## src/drsc_pkg.sv

```systemverilog
// constants, types and register map of the dpll reference and state control block
package drsc_pkg;
  localparam int AW = 8;

  typedef struct packed {
    logic [AW-1:0] awaddr;
    logic          awvalid;
    logic [31:0]   wdata;
    logic [3:0]    wstrb;
    logic          wvalid;
    logic          bready;
    logic [AW-1:0] araddr;
    logic          arvalid;
    logic          rready;
  } drsc_axil_req_t;

  typedef struct packed {
    logic        awready;
    logic        wready;
    logic [1:0]  bresp;
    logic        bvalid;
    logic        arready;
    logic [31:0] rdata;
    logic [1:0]  rresp;
    logic        rvalid;
  } drsc_axil_rsp_t;

  typedef enum logic [1:0] {
    ST_FREERUN = 2'b00,
    ST_HOLD    = 2'b01,
    ST_TRACK   = 2'b10,
    ST_NCO     = 2'b11
  } drsc_state_t;

  localparam logic [AW-1:0] OFS_REF_SELECT_CONTROL = 8'h00;
  localparam logic [AW-1:0] OFS_INPUT_PRIORITY_REG = 8'h04;
  localparam logic [AW-1:0] OFS_MISC_CONTROL_TWO   = 8'h08;
  localparam logic [AW-1:0] OFS_PRIORITY_TABLE_TOP = 8'h0c;
  localparam logic [AW-1:0] OFS_PLL_CONTROL_ONE    = 8'h10;
  localparam logic [AW-1:0] OFS_PLL_STATE_STATUS   = 8'h14;
  localparam logic [AW-1:0] OFS_PLL_STATE_STATUS2  = 8'h18;
  localparam logic [AW-1:0] OFS_TRACK_RANGE        = 8'h1c;
  localparam logic [AW-1:0] OFS_PHASE_LOCK_TIMEOUT = 8'h20;
  localparam logic [AW-1:0] OFS_INPUT_STATUS       = 8'h24;
  localparam logic [AW-1:0] OFS_FREQUENCY_REPORT   = 8'h28;
  localparam logic [AW-1:0] OFS_PHASE_REPORT       = 8'h2c;
  localparam logic [AW-1:0] OFS_NCO_WORD_LO        = 8'h30;
  localparam logic [AW-1:0] OFS_NCO_WORD_HI        = 8'h34;
  localparam logic [AW-1:0] OFS_NOMINAL_LO         = 8'h38;
  localparam logic [AW-1:0] OFS_NOMINAL_HI         = 8'h3c;

  localparam logic [1:0]  MODE_AUTO       = 2'h0;
  localparam logic [1:0]  MODE_FORCE_OPEN = 2'h1;
  localparam logic [1:0]  MODE_NCO        = 2'h2;
  localparam logic [1:0]  REF_NONE        = 2'h0;
  localparam logic [1:0]  REF_ONE         = 2'h1;
  localparam logic [1:0]  REF_TWO         = 2'h2;
  localparam logic [1:0]  REF_THREE       = 2'h3;
  localparam logic [1:0]  RESP_OKAY       = 2'h0;
  localparam logic [1:0]  RESP_SLVERR     = 2'h2;

  localparam logic [11:0] PRIO_RST        = 12'h321;
  localparam logic [3:0]  PRIO_OFF        = 4'h0;
  localparam logic [9:0]  RANGE_MIN_PPM   = 10'h001;
  localparam logic [9:0]  RANGE_MAX_PPM   = 10'h3e8;
  // frequency offsets are signed counts of 0.001 ppb
  localparam logic [31:0] UNITS_PER_PPM   = 32'h000f4240;
  localparam int          CLK_PERIOD_NS   = 10;
  localparam int          MS_NS           = 1000000;
  localparam int          TICK_CYCLES_DEF = MS_NS / CLK_PERIOD_NS;
  localparam logic [39:0] NOMINAL_DEF     = 40'h8000000000;
endpackage : drsc_pkg

```

## src/drsc_dpll_ctrl.sv

```systemverilog
// reference selection, dpll state control, reporting and nco word for the dpll
//
// Notes on behaviour
// - pin switch enable hands selection to pin
// - pin high: clock one, else three
// - pin low: clock two, valid or not
// - switch pin chosen by select field
// - plain 2:1 mux, revertive ignored
// - top valid reference keeps automatic result
// - tracking flag set; loss of lock shown
// - no valid input: open loop, holdover flag
// - freerun zero offset; hold keeps locked offset
// - auto return to tracking; holdover behaviour
// - mode field forces freerun or hold
// - range 1 to 1000 ppm, limit flag
// - hold-in range equals tracking range
// - phase lock criteria, optional frequency criterion
// - lock timeout invalidates input, sets flag
// - frequency and phase reported live
// - nco mode follows 40-bit word
// - nominal word readable, zero offset
// - automatic highest-priority valid selection
// - priority zero disabled, one highest
//
// Implementation choices: the address map and the AXI4-Lite slave port.
`timescale 1ns/100ps
module drsc_dpll_ctrl
  import drsc_pkg::*;
#(
  parameter int          TICK_CYCLES = TICK_CYCLES_DEF, // cycles per timeout millisecond
  parameter logic [39:0] NOMINAL     = NOMINAL_DEF      // nominal nco word
) (
  input  wire logic           ref_clk_i,       // master clock
  input  wire logic           sys_rst_i,       // sync reset, active high
  input  wire drsc_axil_req_t axi_i,           // axi4-lite from master
  output drsc_axil_rsp_t      axi_o,           // axi4-lite to master
  input  wire logic [2:0]     ref_valid_i,     // monitor verdict per input
  input  wire logic [3:0]     gpio_i,          // general-purpose pins
  input  wire logic           loop_phase_ok_i, // phase within lock criteria
  input  wire logic [31:0]    loop_ffo_i,      // loop offset, signed
  input  wire logic [31:0]    loop_phase_i,    // phase vs input
  output logic [1:0]          sel_ref_o,       // selected reference
  output logic                open_loop_o,     // not tracking: freerun, hold or nco
  output logic                nco_mode_o,      // nco mode active
  output logic [31:0]         dco_ffo_o,       // offset steering oscillator
  output logic [39:0]         nco_word_o       // applied nco word
);
  logic [3:0]  gpio_m, gpio_s;
  logic        pin_sw_en, revertive_enable_en, freq_crit, hold_beh;
  logic [11:0] prio;
  logic [1:0]  sw_pin_sel, mode, sel, next_sel, top_ref, b_rsp, r_rsp;
  logic [9:0]  range_ppm;
  logic [15:0] lk_timeout, to_cnt;
  logic [2:0]  lock_timeout_flag, avail, lock_timeout_flag_set, lock_timeout_flag_clr;
  logic        tracking, loss_of_lock_flag, holdover, range_lim, hold_ok, pin_lvl, sel_ok;
  logic [31:0] hold_ffo, ffo_clamp, phase_rep, lim, tick_cnt;
  logic        at_limit, ms_tick, to_hit;
  logic [31:0] stage_lo;
  logic [7:0]  stage_hi;
  logic [1:0]  nco_pend;
  drsc_state_t state, next_state;
  logic          aw_full, w_full, do_write, b_vld, r_vld;
  logic [AW-1:0] aw_addr;
  logic [31:0]   w_data, rd_data, r_dat;
  logic [3:0]    w_strb;
  logic          rd_ok;

  function automatic logic [31:0] wr32(input logic [31:0] old, input logic [31:0] d, input logic [3:0] s);
    logic [31:0] r;
    r = old;
    for (int b = 0; b < 4; b++) begin
      if (s[b]) begin
        r[8*b +: 8] = d[8*b +: 8];
      end
    end
    return r;
  endfunction : wr32

  function automatic logic [1:0] best_ref(input logic [11:0] pr, input logic [2:0] av);
    logic [1:0] b;
    logic [3:0] bp;
    b = REF_NONE;
    bp = 4'hf;
    for (int i = 0; i < 3; i++) begin
      if (av[i] && pr[4*i +: 4] != PRIO_OFF && (b == REF_NONE || pr[4*i +: 4] < bp)) begin
        b = 2'(i + 1);
        bp = pr[4*i +: 4];
      end
    end
    return b;
  endfunction : best_ref

  // pins are asynchronous to the master clock
  always_ff @(posedge ref_clk_i) begin
    gpio_m <= gpio_i;
    gpio_s <= gpio_m;
  end

  assign pin_lvl = gpio_s[sw_pin_sel];
  assign avail   = ref_valid_i & ~lock_timeout_flag;
  assign top_ref = best_ref(prio, avail);
  assign sel_ok  = sel != REF_NONE && avail[sel - 2'h1] && prio[4*(sel - 2'h1) +: 4] != PRIO_OFF;

  always_comb begin
    next_sel = sel;
    if (pin_sw_en) begin
      if (pin_lvl) begin
        next_sel = (prio[3:0] != PRIO_OFF) ? REF_ONE : REF_THREE;
      end else begin
        next_sel = REF_TWO;
      end
    end else if (revertive_enable_en || !sel_ok) begin
      next_sel = top_ref;
    end
  end

  always_ff @(posedge ref_clk_i) begin
    if (sys_rst_i) begin
      sel <= REF_NONE;
    end else begin
      sel <= next_sel;
    end
  end

  always_comb begin
    if (mode == MODE_NCO) begin
      next_state = ST_NCO;
    end else if (mode == MODE_FORCE_OPEN || (!pin_sw_en && top_ref == REF_NONE)) begin
      next_state = (hold_ok && !hold_beh) ? ST_HOLD : ST_FREERUN;
    end else begin
      next_state = ST_TRACK;
    end
  end

  always_ff @(posedge ref_clk_i) begin
    if (sys_rst_i) begin
      state <= ST_FREERUN;
    end else begin
      state <= next_state;
    end
  end

  // tracking range is also the hold-in range
  assign lim = {22'h0, range_ppm} * UNITS_PER_PPM;

  always_comb begin
    ffo_clamp = loop_ffo_i;
    at_limit  = 1'b0;
    if ($signed(loop_ffo_i) >= $signed(lim)) begin
      ffo_clamp = lim;
      at_limit  = 1'b1;
    end else if ($signed(loop_ffo_i) <= -$signed(lim)) begin
      ffo_clamp = 32'(-$signed(lim));
      at_limit  = 1'b1;
    end
  end

  always_ff @(posedge ref_clk_i) begin
    if (sys_rst_i) begin
      loss_of_lock_flag       <= 1'b1;
      range_lim <= 1'b0;
      tracking  <= 1'b0;
      holdover  <= 1'b0;
    end else begin
      loss_of_lock_flag       <= state != ST_TRACK || !loop_phase_ok_i || (freq_crit && at_limit);
      range_lim <= state == ST_TRACK && at_limit;
      tracking  <= state == ST_TRACK;
      holdover  <= state == ST_HOLD;
    end
  end

  always_ff @(posedge ref_clk_i) begin
    if (sys_rst_i) begin
      hold_ok  <= 1'b0;
      hold_ffo <= 32'h0;
    end else if (state == ST_TRACK && !loss_of_lock_flag) begin
      hold_ok  <= 1'b1;
      hold_ffo <= ffo_clamp;
    end
  end

  always_ff @(posedge ref_clk_i) begin
    if (sys_rst_i) begin
      dco_ffo_o <= 32'h0;
      phase_rep <= 32'h0;
    end else begin
      phase_rep <= loop_phase_i;
      case (state)
        ST_TRACK: dco_ffo_o <= ffo_clamp;
        ST_HOLD:  dco_ffo_o <= hold_ffo;
        default:  dco_ffo_o <= 32'h0;
      endcase
    end
  end

  assign ms_tick = tick_cnt == 32'(TICK_CYCLES - 1);
  assign to_hit  = state == ST_TRACK && loss_of_lock_flag && lk_timeout != 16'h0 && to_cnt == lk_timeout && sel != REF_NONE;
  assign lock_timeout_flag_set = to_hit ? 3'(3'b001 << (sel - 2'h1)) : 3'b000;

  always_ff @(posedge ref_clk_i) begin
    if (sys_rst_i || ms_tick) begin
      tick_cnt <= 32'h0;
    end else begin
      tick_cnt <= tick_cnt + 32'h1;
    end
  end

  // restarts whenever the attempt restarts: new reference, lock, or leaving tracking
  always_ff @(posedge ref_clk_i) begin
    if (sys_rst_i || state != ST_TRACK || !loss_of_lock_flag || next_sel != sel || to_hit) begin
      to_cnt <= 16'h0;
    end else if (ms_tick && to_cnt != lk_timeout) begin
      to_cnt <= to_cnt + 16'h1;
    end
  end

  always_ff @(posedge ref_clk_i) begin
    if (sys_rst_i) begin
      lock_timeout_flag <= 3'b000;
    end else begin
      lock_timeout_flag <= (lock_timeout_flag & ~lock_timeout_flag_clr) | lock_timeout_flag_set;
    end
  end

  // axi4-lite write: address and data taken in either order
  assign axi_o = '{awready: !aw_full && !b_vld, wready: !w_full && !b_vld, bresp: b_rsp, bvalid: b_vld,
                   arready: !r_vld, rdata: r_dat, rresp: r_rsp, rvalid: r_vld};
  assign do_write      = aw_full && w_full && !b_vld;

  always_ff @(posedge ref_clk_i) begin
    if (sys_rst_i) begin
      aw_full      <= 1'b0;
      w_full       <= 1'b0;
      aw_addr      <= '0;
      w_data       <= 32'h0;
      w_strb       <= 4'h0;
      b_vld        <= 1'b0;
      b_rsp        <= RESP_OKAY;
    end else begin
      if (axi_i.awvalid && axi_o.awready) begin
        aw_full <= 1'b1;
        aw_addr <= axi_i.awaddr;
      end
      if (axi_i.wvalid && axi_o.wready) begin
        w_full <= 1'b1;
        w_data <= axi_i.wdata;
        w_strb <= axi_i.wstrb;
      end
      if (do_write) begin
        aw_full      <= 1'b0;
        w_full       <= 1'b0;
        b_vld        <= 1'b1;
        b_rsp        <= (aw_addr > OFS_NOMINAL_HI || aw_addr[1:0] != 2'h0) ? RESP_SLVERR : RESP_OKAY;
      end else if (b_vld && axi_i.bready) begin
        b_vld        <= 1'b0;
      end
    end
  end

  assign lock_timeout_flag_clr = (do_write && aw_addr == OFS_INPUT_STATUS && w_strb[0]) ? w_data[2:0] : 3'b000;

  always_ff @(posedge ref_clk_i) begin
    if (sys_rst_i) begin
      {revertive_enable_en, pin_sw_en}            <= 2'b00;
      prio                              <= PRIO_RST;
      sw_pin_sel                        <= 2'h0;
      {freq_crit, hold_beh, mode}       <= {2'b00, MODE_AUTO};
      range_ppm                         <= RANGE_MAX_PPM;
      lk_timeout                        <= 16'h0;
      stage_lo                          <= NOMINAL[31:0];
      stage_hi                          <= NOMINAL[39:32];
      nco_pend                          <= 2'b00;
      nco_word_o                        <= NOMINAL;
    end else begin
      if (nco_pend == 2'b11) begin
        nco_word_o <= {stage_hi, stage_lo};
        nco_pend   <= 2'b00;
      end
      if (do_write) begin
        case (aw_addr)
          OFS_REF_SELECT_CONTROL: {revertive_enable_en, pin_sw_en} <= 2'(wr32({30'h0, revertive_enable_en, pin_sw_en}, w_data, w_strb));
          OFS_INPUT_PRIORITY_REG: prio <= 12'(wr32({20'h0, prio}, w_data, w_strb));
          OFS_MISC_CONTROL_TWO:   sw_pin_sel <= 2'(wr32({30'h0, sw_pin_sel}, w_data, w_strb));
          OFS_PLL_CONTROL_ONE:    {freq_crit, hold_beh, mode} <= 4'(wr32({28'h0, freq_crit, hold_beh, mode}, w_data, w_strb));
          OFS_TRACK_RANGE: begin
            // out-of-range settings snap to the nearest legal range
            if (wr32({22'h0, range_ppm}, w_data, w_strb) > {22'h0, RANGE_MAX_PPM}) begin
              range_ppm <= RANGE_MAX_PPM;
            end else if (wr32({22'h0, range_ppm}, w_data, w_strb) < {22'h0, RANGE_MIN_PPM}) begin
              range_ppm <= RANGE_MIN_PPM;
            end else begin
              range_ppm <= 10'(wr32({22'h0, range_ppm}, w_data, w_strb));
            end
          end
          OFS_PHASE_LOCK_TIMEOUT: lk_timeout <= 16'(wr32({16'h0, lk_timeout}, w_data, w_strb));
          OFS_NCO_WORD_LO: begin
            stage_lo    <= wr32(stage_lo, w_data, w_strb);
            nco_pend[0] <= 1'b1;
          end
          OFS_NCO_WORD_HI: begin
            stage_hi    <= 8'(wr32({24'h0, stage_hi}, w_data, w_strb));
            nco_pend[1] <= 1'b1;
          end
          default: ;
        endcase
      end
    end
  end

  always_comb begin
    rd_ok   = 1'b1;
    rd_data = 32'h0;
    case (axi_i.araddr)
      OFS_REF_SELECT_CONTROL: rd_data = {30'h0, revertive_enable_en, pin_sw_en};
      OFS_INPUT_PRIORITY_REG: rd_data = {20'h0, prio};
      OFS_MISC_CONTROL_TWO:   rd_data = {30'h0, sw_pin_sel};
      OFS_PRIORITY_TABLE_TOP: rd_data = {26'h0, top_ref, 2'h0, sel};
      OFS_PLL_CONTROL_ONE:    rd_data = {28'h0, freq_crit, hold_beh, mode};
      OFS_PLL_STATE_STATUS:   rd_data = {29'h0, holdover, loss_of_lock_flag, tracking};
      OFS_PLL_STATE_STATUS2:  rd_data = {31'h0, range_lim};
      OFS_TRACK_RANGE:        rd_data = {22'h0, range_ppm};
      OFS_PHASE_LOCK_TIMEOUT: rd_data = {16'h0, lk_timeout};
      OFS_INPUT_STATUS:       rd_data = {25'h0, ref_valid_i, 1'b0, lock_timeout_flag};
      OFS_FREQUENCY_REPORT:   rd_data = dco_ffo_o;
      OFS_PHASE_REPORT:       rd_data = phase_rep;
      OFS_NCO_WORD_LO:        rd_data = nco_word_o[31:0];
      OFS_NCO_WORD_HI:        rd_data = {24'h0, nco_word_o[39:32]};
      OFS_NOMINAL_LO:         rd_data = NOMINAL[31:0];
      OFS_NOMINAL_HI:         rd_data = {24'h0, NOMINAL[39:32]};
      default:                rd_ok = 1'b0;
    endcase
  end

  always_ff @(posedge ref_clk_i) begin
    if (sys_rst_i) begin
      r_vld <= 1'b0;
      r_dat <= 32'h0;
      r_rsp <= RESP_OKAY;
    end else if (axi_i.arvalid && axi_o.arready) begin
      r_vld <= 1'b1;
      r_dat <= rd_data;
      r_rsp <= rd_ok ? RESP_OKAY : RESP_SLVERR;
    end else if (r_vld && axi_i.rready) begin
      r_vld <= 1'b0;
    end
  end

  assign sel_ref_o   = sel;
  assign open_loop_o = !tracking;
  assign nco_mode_o  = state == ST_NCO;
endmodule : drsc_dpll_ctrl

```

## config.mk

```make
export PLATFORM = sky130hd
export DESIGN_NAME = drsc_dpll_ctrl
export DESIGN_NICKNAME = d
export VERILOG_FILES = /design/src/drsc_pkg.sv /design/src/drsc_dpll_ctrl.sv
export SDC_FILE = /design/constraint.sdc
export NUM_CORES = 1
export LEC_CHECK = 0
export BUFFER_PORTS_ARGS = -buffer_cell sky130_fd_sc_hd__buf_2
export CAP_MARGIN = 25
export CORE_AREA = 2 2 194 196
export DETAILED_ROUTE_END_ITERATION = 16
export DIE_AREA = 0 0 196 198
export PLACE_DENSITY = 0.83
export SLEW_MARGIN = 0
export SYNTH_ARGS = -nofsm -noshare
export SYNTH_HDL_FRONTEND = slang
export SYNTH_SLANG_ARGS = --single-unit
```

## constraint.sdc

```tcl
create_clock -name ref_clk_i -period 8.37 [get_ports ref_clk_i]
set_input_delay 1.2555 -clock ref_clk_i [delete_from_list [all_inputs] [get_ports ref_clk_i]]
set_output_delay 1.2555 -clock ref_clk_i [all_outputs]
set_load 0.02 [all_outputs]
```

Word level (Yosys, flattened, before mapping)
Index checks and enable logic that the tools add are counted.
{"block": "totals", "ff_bits": 376, "latch_bits": 0, "ramBits": 0, "mem_bits_ro": 0, "input_bits": 131, "word_cells": 247, "mem_count": 0}
{"block": "classes", "add_sub_neg": 5, "multipliers": 1, "n_div": 0, "n_lt_le_gt_ge": 9, "eq_ne": 34, "n_shift": 2, "mux": 69, "bitwise_logic": 5, "n_reduce_logical": 79}
{"cell": "$pmux 32 s15", "count": 1}
{"cell": "$mux 8", "count": 32}
{"cell": "$eq 8x6->1 const B", "count": 12}
{"cell": "$mux 32", "count": 2}
{"cell": "$pmux 32 s2", "count": 1}
{"cell": "$eq 8x5->1 const B", "count": 6}
{"cell": "$reduce_and 3->1", "count": 12}
{"cell": "$shiftx 12x33->4", "count": 1}
{"cell": "$add 32x1->32 const B", "count": 1}
{"cell": "$eq 32x17->1 const B", "count": 1}
{"cell": "$ge 32x31->1", "count": 1}
{"cell": "$gt 32x10->1 const B", "count": 1}
{"cell": "$le 32x32->1", "count": 1}
{"cell": "$lt 32x1->1 const B", "count": 1}
{"cell": "$neg 30->32", "count": 1}
{"cell": "$logic_and 1x1->1", "count": 28}
{"cell": "$eq 8x4->1 const B", "count": 3}
{"cell": "$mul 10x14->24 const B", "count": 1}
{"cell": "$mux 2", "count": 12}
{"cell": "$mux 10", "count": 2}
{"cell": "$add 16x1->16 const B", "count": 1}
{"cell": "$eq 16x16->1", "count": 1}
{"cell": "$eq 8x3->1 const B", "count": 2}
{"cell": "$logic_not 8->1", "count": 2}
{"cell": "other kinds (27)", "count": 78}

Longest topological paths before layout
Gate-level depths: netlist of the first run.
{"block": "depth", "ltp_word": 17, "ltp_mapped": 32}

Worst setup path before layout of the first run
OpenSTA, ideal clock, no wires.
{"block": "synth_timing", "path_type": "reg2reg", "from": "register range_ppm[3]", "to": "register hold_ffo[25]", "arrival_time_ns": 7.516, "slack_ns": 0.784, "path_stages_with_launch": 30, "cell_sequence": "dfxtp_1 fa_1 ha_1 fa_1 inv_1 fa_1 inv_1 fa_1 ha_1 clkbuf_1 o2111ai_1 or3_1 o22ai_2 nor2_1 xnor2_2 nor4_2 nand2_1 xnor2_1 ha_1 nand4_1 nor4_1 a221oi_1 o21ai_0 or4b_1 clkbuf_1 nand2_1 buf_2 o22ai_1 a221o_1 a21oi_1"}
{"block": "synth_via", "elab_chain_len": 5}
{"item": "from (decl)", "line_no": "drsc_dpll_ctrl.sv:52", "source": "logic [9:0] range_ppm;"}
{"item": "from (signal assigned)", "line_no": "drsc_dpll_ctrl.sv:292", "source": "range_ppm <= 10'(wr32({22'h0, range_ppm}, w_data, w_strb));"}
{"item": "$mul 10x14->24 *", "line_no": "drsc_dpll_ctrl.sv:144", "source": "assign lim = {22'h0, range_ppm} * UNITS_PER_PPM;"}
{"item": "$neg 30->32", "line_no": "drsc_dpll_ctrl.sv:152, drsc_dpll_ctrl.sv:153"}
{"item": "$le 32x32->1", "line_no": "drsc_dpll_ctrl.sv:152", "source": "end else if ($signed(loop_ffo_i) <= -$signed(lim)) begin"}
{"item": "$mux 32", "line_no": "drsc_dpll_ctrl.sv:152"}
{"item": "$mux 32 *", "line_no": "drsc_dpll_ctrl.sv:149", "source": "if ($signed(loop_ffo_i) >= $signed(lim)) begin"}
{"item": "to (signal assigned)", "line_no": "drsc_dpll_ctrl.sv:178", "source": "hold_ffo <= ffo_clamp;"}
{"item": "to (decl)", "line_no": "drsc_dpll_ctrl.sv:56", "source": "logic [31:0] hold_ffo, ffo_clamp, phase_rep, lim, tick_cnt;"}
Mark *: on every way between the ends. The rest lies on a longest branch, timed or not.
A chain may end at the register's enable or synchronous reset.

Worst setup path in the final report of the first run
{"block": "layout_timing", "from": "register range_ppm[1]", "to": "register hold_ffo[27]"}
Same word-level chain as after synthesis.

==> results.ini, run 1 <==
[cts]
cts_buffers = 39
clock-root-buffer = clkbuf_16
htreeDepth = 2
hold_buffers = 0
cts_tree = done
clock_path_buffers = 3
cts.clk_slew.worst_paths_ns = 0.07
clock_latency_ns = 0.55
cts.sinks = 374

[worst_setup_path]
start_kind = register
worst-path-max-fanout = 26
crit_required_ns = 8.80
r2r-end = hold_ffo[27]
reg2reg_slack_ns = 0.38
path_class = register to register
cp.arrival_ns = 8.42
rr_worst_depth = 27
cp-end-kind = register
rr_startpoint = range_ppm[1]

[power]
power.density_mw_per_mm2 = 169
clkPwrFrac_pct = 43.5
internal-power_mw = 2.89
total_power_mw = 3.89
p_sw_mw = 0.993
vdd_ir_drop_max_uv = 191
p_seq_share_pct = 48.1
p_comb_share_pct = 8.4
swShare_pct = 25.6
p_leak_nw = 9.50

[finish]
fin_cells = 3093
utilization_pct = 62.3
layout-drive-gt1-share_pct = 16.0
stdcell_area_mm2 = 0.0230
area_growth_pct = 14.9
final_nets = 2883

[logic_synthesis]
synth.top_cells.by_area = dfxtp_1 37%, ha_1 8.7%, nand2_1 6.3%
async_flop_share_pct = 0
synth-edff-count = 0
synth_area_per_cell_um2 = 8.39
synth_seq_area_share_pct = 37.3
synth_ff_type = dfxtp_1
yosys.area.top_type = dfxtp_1
syn_inst = 2390
synth.distinct_cells = 99
yosys_warnings = 0
ys_top_cells_by_count = 374 x dfxtp_1, 339 x nand2_1, 244 x a21oi_1, 244 x nor2_1, 140 x ha_1
synth_seq_cells = 374
syn_area_mm2 = 0.0200
synth.most_common_cell = dfxtp_1
yosys.area.top_type_share_pct = 37.3

[routing]
drt-initial-drc-count = 1940
drtPass1Iterations = 6
routed_wl_um = 64700
avgRoutedWirePerCell_um = 20.9
wl_met2_um = 29900
wl_met1_um = 26300
via_per_inst = 6.24
ant_nets = 0
route.met3.wl_um = 5710
routed.top_layer = met4
vias = 19300
drc = 0

[timing]
setup_viol = 0
period_share_pct = 95.4
hold_violations = 0
period_minus_slack_ns = 7.99
worstMarginPinSlew_ns = 1.15
max_freq_mhz = 125
slew_headroom_pct = 23.1
setup_tns_ns = 0
finalClockSkew_ns = 0.0238
fin_ws_ns = 0.382
whs_ns = 0.327
finalMaxSlewViolations = 0

[placement]
dp_slack_ns = 0.244
dp.cells = 3013
dpl.hpwl_um = 48000
place.gp.congestion = 0.931
io_buffers = 245
place_area_mm2 = 0.0217

[floorplan]
design.core.area_mm2 = 0.0370
start_util_pct = 54.2
die_area_mm2 = 0.0388
core.rowCount = 71
die_x_um = 196
fp.dieH_um = 198
pin_count = 248

[worst_hold_path]
hp-class = register to register
worstHoldEndpoint = gpio_s[2]
holdPathStages = 0
worstHoldStart = gpio_m[2]

[grt]
grt_pass1_wl_um = 100000
grt_max_degree = 218
grt-ovfl-total = 0
antenna_found_initial = 0
grt_pass1_vias = 18400
grt_usage_pct = 32.5

[flow_run]
drv_cap = 0

[outcome]
outcome = finished, final reports clean

metal layers:
layer  GRT usage (%)  vias to the layer above
li1                -                     8882
met1            42.0                     9243
met2            53.4                     1000
met3            5.59                      181
met4            14.4                        0
met5               0                        -
layout make-up:
class | count | area, µm²
inverters | 87 | 327
clock buffers | 56 | 1100
repair buffers | 296 | 1680
well taps | 474 | 593
fillers | 3146 | 13900
flip-flops and latches | 374 | 7490
multi-input cells | 1789 | 11700
clock inverters | 15 | 124
diodes | 2 | 5.00
kinds of logic (layout without fill, tap and decap cells):
logic type	count (synthesis)	count (layout)	share of synthesized area [%]
flops	374	374	37.3
other cells	1	4	0.0187
mux	47	47	2.44
fa+ha+maj	166	166	11.3
simple gates	916	916	21.6
buf+inv	228	454	4.44
xor+xnor	92	92	4.09
compound gates	566	566	18.8
placed cells by master (no fill, tap or decap), types with 22 or more instances in the layout:
cell type,Yosys,routed
dfxtp_1,374,373
nand2_1,339,339
a21oi_1,244,244
buf_2,6,244
nor2_1,244,240
ha_1,140,140
inv_1,85,85
nand3_1,83,83
o21ai_0,56,56
xor2_1,47,47
buf_4,5,47
xnor2_1,43,43
nor2b_1,43,43
mux2i_1,41,41
a22oi_1,41,41
clkbuf_16,0,39
nand4_1,30,30
nor4_1,29,25
fa_1,25,25
nor3_1,22,22
a222oi_1,22,22
worst max path at each step:
stage                       startpoint      endpoint  slack (ns)  depth (start not counted)
after floorplan           range_ppm[3]  hold_ffo[25]        0.78                         29
after global placement    range_ppm[1]  hold_ffo[27]        0.48                         28
after detailed placement  range_ppm[1]  hold_ffo[26]        0.24                         27
after CTS                 range_ppm[1]  hold_ffo[26]        0.21                         27
after global routing      range_ppm[1]  hold_ffo[25]      -0.006                         26
final                     range_ppm[1]  hold_ffo[27]        0.38                         27
sequential cells by signal, indices dropped and copies added (netlist names), 32 cells and up:
register    count
dco_ffo_o      32
hold_ffo       32
nco_word_o     40
phase_rep      32
r_dat          32
stage_lo       32
tick_cnt       32
w_data         32
what timing repair did:
item	CTS	global route
buffers inserted	0	6
resized for setup	0	6
setup endpoints to repair	0	63
endpoints found under the hold margin	0	0
worst max-delay path: stages, from the launching register on:
cell and delay (ns):
dfxtp_2 0.43, fa_1 0.49, ha_1 0.33, fa_1 0.48
inv_1 0.06, fa_1 0.53, inv_1 0.05, fa_1 0.39
ha_1 0.48, and4_1 0.26, nand2_1 0.10, nor4_2 0.44
a2111oi_4 0.11, a21oi_1 0.19, xor2_1 0.40, nor2_1 0.20
and3_1 0.24, ha_1 0.31, nand4_1 0.16, nor4_2 0.07
a221oi_1 0.26, o21ai_0 0.25, or4b_1 0.66, nand2_1 0.15
buf_12 0.20, nor2_1 0.06, o21a_1 0.20, a2111oi_2 0.36
power by group through the flow:
stage / clock (mW) / combinational (mW) / sequential, mW
after global placement: 0 / 0.302 / 1.91
after CTS: 1.70 / 0.317 / 1.87
after floorplan: 0 / 0.199 / 1.89
after global routing: 1.76 / 0.354 / 1.87
final: 1.69 / 0.326 / 1.87
after detailed placement: 0 / 0.315 / 1.91
Power figures use the tool's default switching activity.
==> run 2: changes to the inputs <==
PLACE_DENSITY = 0.76   (was 0.83)
clock period = 9.6 ns   (was 8.37 ns; I/O delays follow)
==> results.ini, run 2 (synthesized netlist as in run 1, its figures left out) <==
[worst_setup_path]
path_class = register to register  ; unchanged
start_kind = register  ; unchanged
rr_worst_depth = 26  ; was 27
crit_required_ns = 10.07  ; was 8.80 ns
cp-end-kind = register  ; unchanged
cp.arrival_ns = 9.15  ; was 8.42 ns
worst-path-max-fanout = 14  ; was 26

[floorplan]
fp.dieH_um = 198  ; unchanged
die_area_mm2 = 0.0388  ; unchanged
die_x_um = 196  ; unchanged
pin_count = 248  ; unchanged
start_util_pct = 54.2  ; unchanged
design.core.area_mm2 = 0.0370  ; unchanged
core.rowCount = 71  ; unchanged

[routing]
drc = 0  ; unchanged
vias = 18800  ; was 19300
routed.top_layer = met5  ; was met4
via_per_inst = 6.12  ; was 6.24
wl_met1_um = 26500  ; was 26300 µm
drtPass1Iterations = 6  ; unchanged
ant_nets = 0  ; unchanged
avgRoutedWirePerCell_um = 21.0  ; was 20.9 µm
drt-initial-drc-count = 1719  ; was 1940
route.met3.wl_um = 5550  ; was 5710 µm
routed_wl_um = 64500  ; was 64700 µm
wl_met2_um = 29800  ; was 29900 µm

[grt]
grt_max_degree = 121  ; was 218
grt_pass1_vias = 17800  ; was 18400
grt-ovfl-total = 0  ; unchanged
antenna_found_initial = 2  ; was 0
grt_usage_pct = 32.2  ; was 32.5%
grt_pass1_wl_um = 98700  ; was 100000 µm

[finish]
top_register = nco_word_o  ; unchanged
layout-drive-gt1-share_pct = 15.5  ; was 16.0%
largest_reg_flops = 40  ; unchanged
fillers = 3199  ; was 3146
utilization_pct = 62.3  ; about the same
layout_commonest_cell = dfxtp_1  ; unchanged
area_growth_pct = 14.8  ; was 14.9%
final_nets = 2864  ; was 2883
final_cell_mix = 374 x dfxtp_1, 339 x nand2_1, 244 x a21oi_1, 244 x buf_2, 240 x nor2_1  ; was 373 x dfxtp_1, 339 x nand2_1, 244 x a21oi_1, 244 x buf_2, 240 x nor2_1

[timing]
finalClockSkew_ns = 0.0310  ; was 0.0238 ns
rsz0062_at_grt = false
finalMaxSlewViolations = 0  ; unchanged
period_share_pct = 90.4  ; was 95.4%
setup_viol = 0  ; unchanged
slew_headroom_pct = 33.9  ; was 23.1%
fin_ws_ns = 0.924  ; was 0.382 ns
period_minus_slack_ns = 8.68  ; was 7.99 ns
setup_tns_ns = 0  ; unchanged
worstMarginPinSlew_ns = 0.992  ; was 1.15 ns
hold_violations = 0  ; unchanged
max_freq_mhz = 115  ; was 125 MHz

[power]
vdd_ir_drop_max_uv = 168  ; was 191 µV
p_leak_nw = 9.46  ; was 9.50 nW
power.density_mw_per_mm2 = 153  ; was 169 mW/mm²

[placement]
place.gp.congestion = 0.958  ; was 0.931
io_buffers = 245  ; unchanged
dp_slack_ns = 1.12  ; was 0.244 ns
dpl.hpwl_um = 47700  ; was 48000 µm

[cts]
cts_resized = 0  ; unchanged
cts.sinks = 374  ; unchanged
htreeDepth = 2  ; unchanged
post_cts_buffers = 0  ; unchanged
clock_latency_ns = 0.58  ; was 0.55 ns
cts_buffers = 40  ; was 39
cts_tree = done  ; unchanged
hold_buffers = 0  ; unchanged
cts.clk_slew.worst_paths_ns = 0.06  ; was 0.07 ns
clock_path_buffers = 3  ; unchanged
clock-root-buffer = clkbuf_16  ; unchanged

[flow_run]
drv_cap = 0  ; unchanged

[outcome]
outcome = finished, final reports clean  ; unchanged

[worst_hold_path]
hp-class = register to register  ; unchanged
holdPathStages = 0  ; unchanged

[run 2: changes by cell type in the layout (fill, tap and decap cells not counted), sizes merged]
cell,change
buf,-20
clkbuf,-4
clkinv,-1
clkinvlp,+5
bufinv,+2
[run 2: layout make-up]
type / count / area (µm²) / share of cell area [%]
Inverter: 87 / 327 / 1.42
Timing Repair Buffer: 276 / 1510 / 6.55
Clock inverter: 21 / 260 / 1.13
Antenna cell: 2 / 5.00 / 0.0218
Tap cell: 474 / 593 / 2.58
Multi-Input combinational cell: 1789 / 11700 / 50.9
Sequential cell: 374 / 7490 / 32.5
Clock buffer: 52 / 1130 / 4.89
[run 2: report_power, final]
part	total [mW]	internal (mW)	switching [mW]
registers	1.63	1.59	0.0396
logic	0.284	0.102	0.182
clock network	1.61	0.927	0.683
[run 2: worst paths after layout]
check	slack, ns	from	endpoint
max	0.92	range_ppm[3]	hold_ffo[29]
min	0.33	gpio_m[3]	gpio_s[3]
max reg2reg	0.92	range_ppm[3]	hold_ffo[29]
min reg2reg	0.33	gpio_m[3]	gpio_s[3]
[run 2: per-stage QoR]
stage	hold WS [ns]	cell area, µm²	total power, mW	std cells
floorplan	0.310	20100	1.82	2391
global placement	0.316	21600	1.93	2998
detailed placement	0.316	21600	1.94	3000
CTS	0.333	23000	3.52	3073
global route	0.348	23000	3.62	3074
finish	0.330	23000	3.52	3075
[run 2: per-layer routing]
metal,vias up,track usage (%)
li1,8833,-
met1,8980,41.8
met2,852,53.2
met3,162,5.47
met4,2,13.7
met5,-,0
[run 2: critical path, stage by stage, from the launching register on]
cell and delay, ns:
dfxtp_1 0.61, fa_1 0.51, ha_1 0.33, fa_1 0.50, inv_1 0.07, fa_1 0.53
inv_1 0.05, fa_1 0.40, ha_1 0.48, and4_1 0.26, nand2_1 0.11, nor4_2 0.39
a2111oi_4 0.11, a21oi_1 0.19, xor2_1 0.46, clkinv_1 0.39, xnor2_1 0.24, ha_1 0.31
nand4_1 0.15, nor4_1 0.38, nand2_1 0.15, nor4_1 0.44, a21o_1 0.37, o21ai_0 0.35
a311o_1 0.43, o211a_1 0.15, o31ai_1 0.20
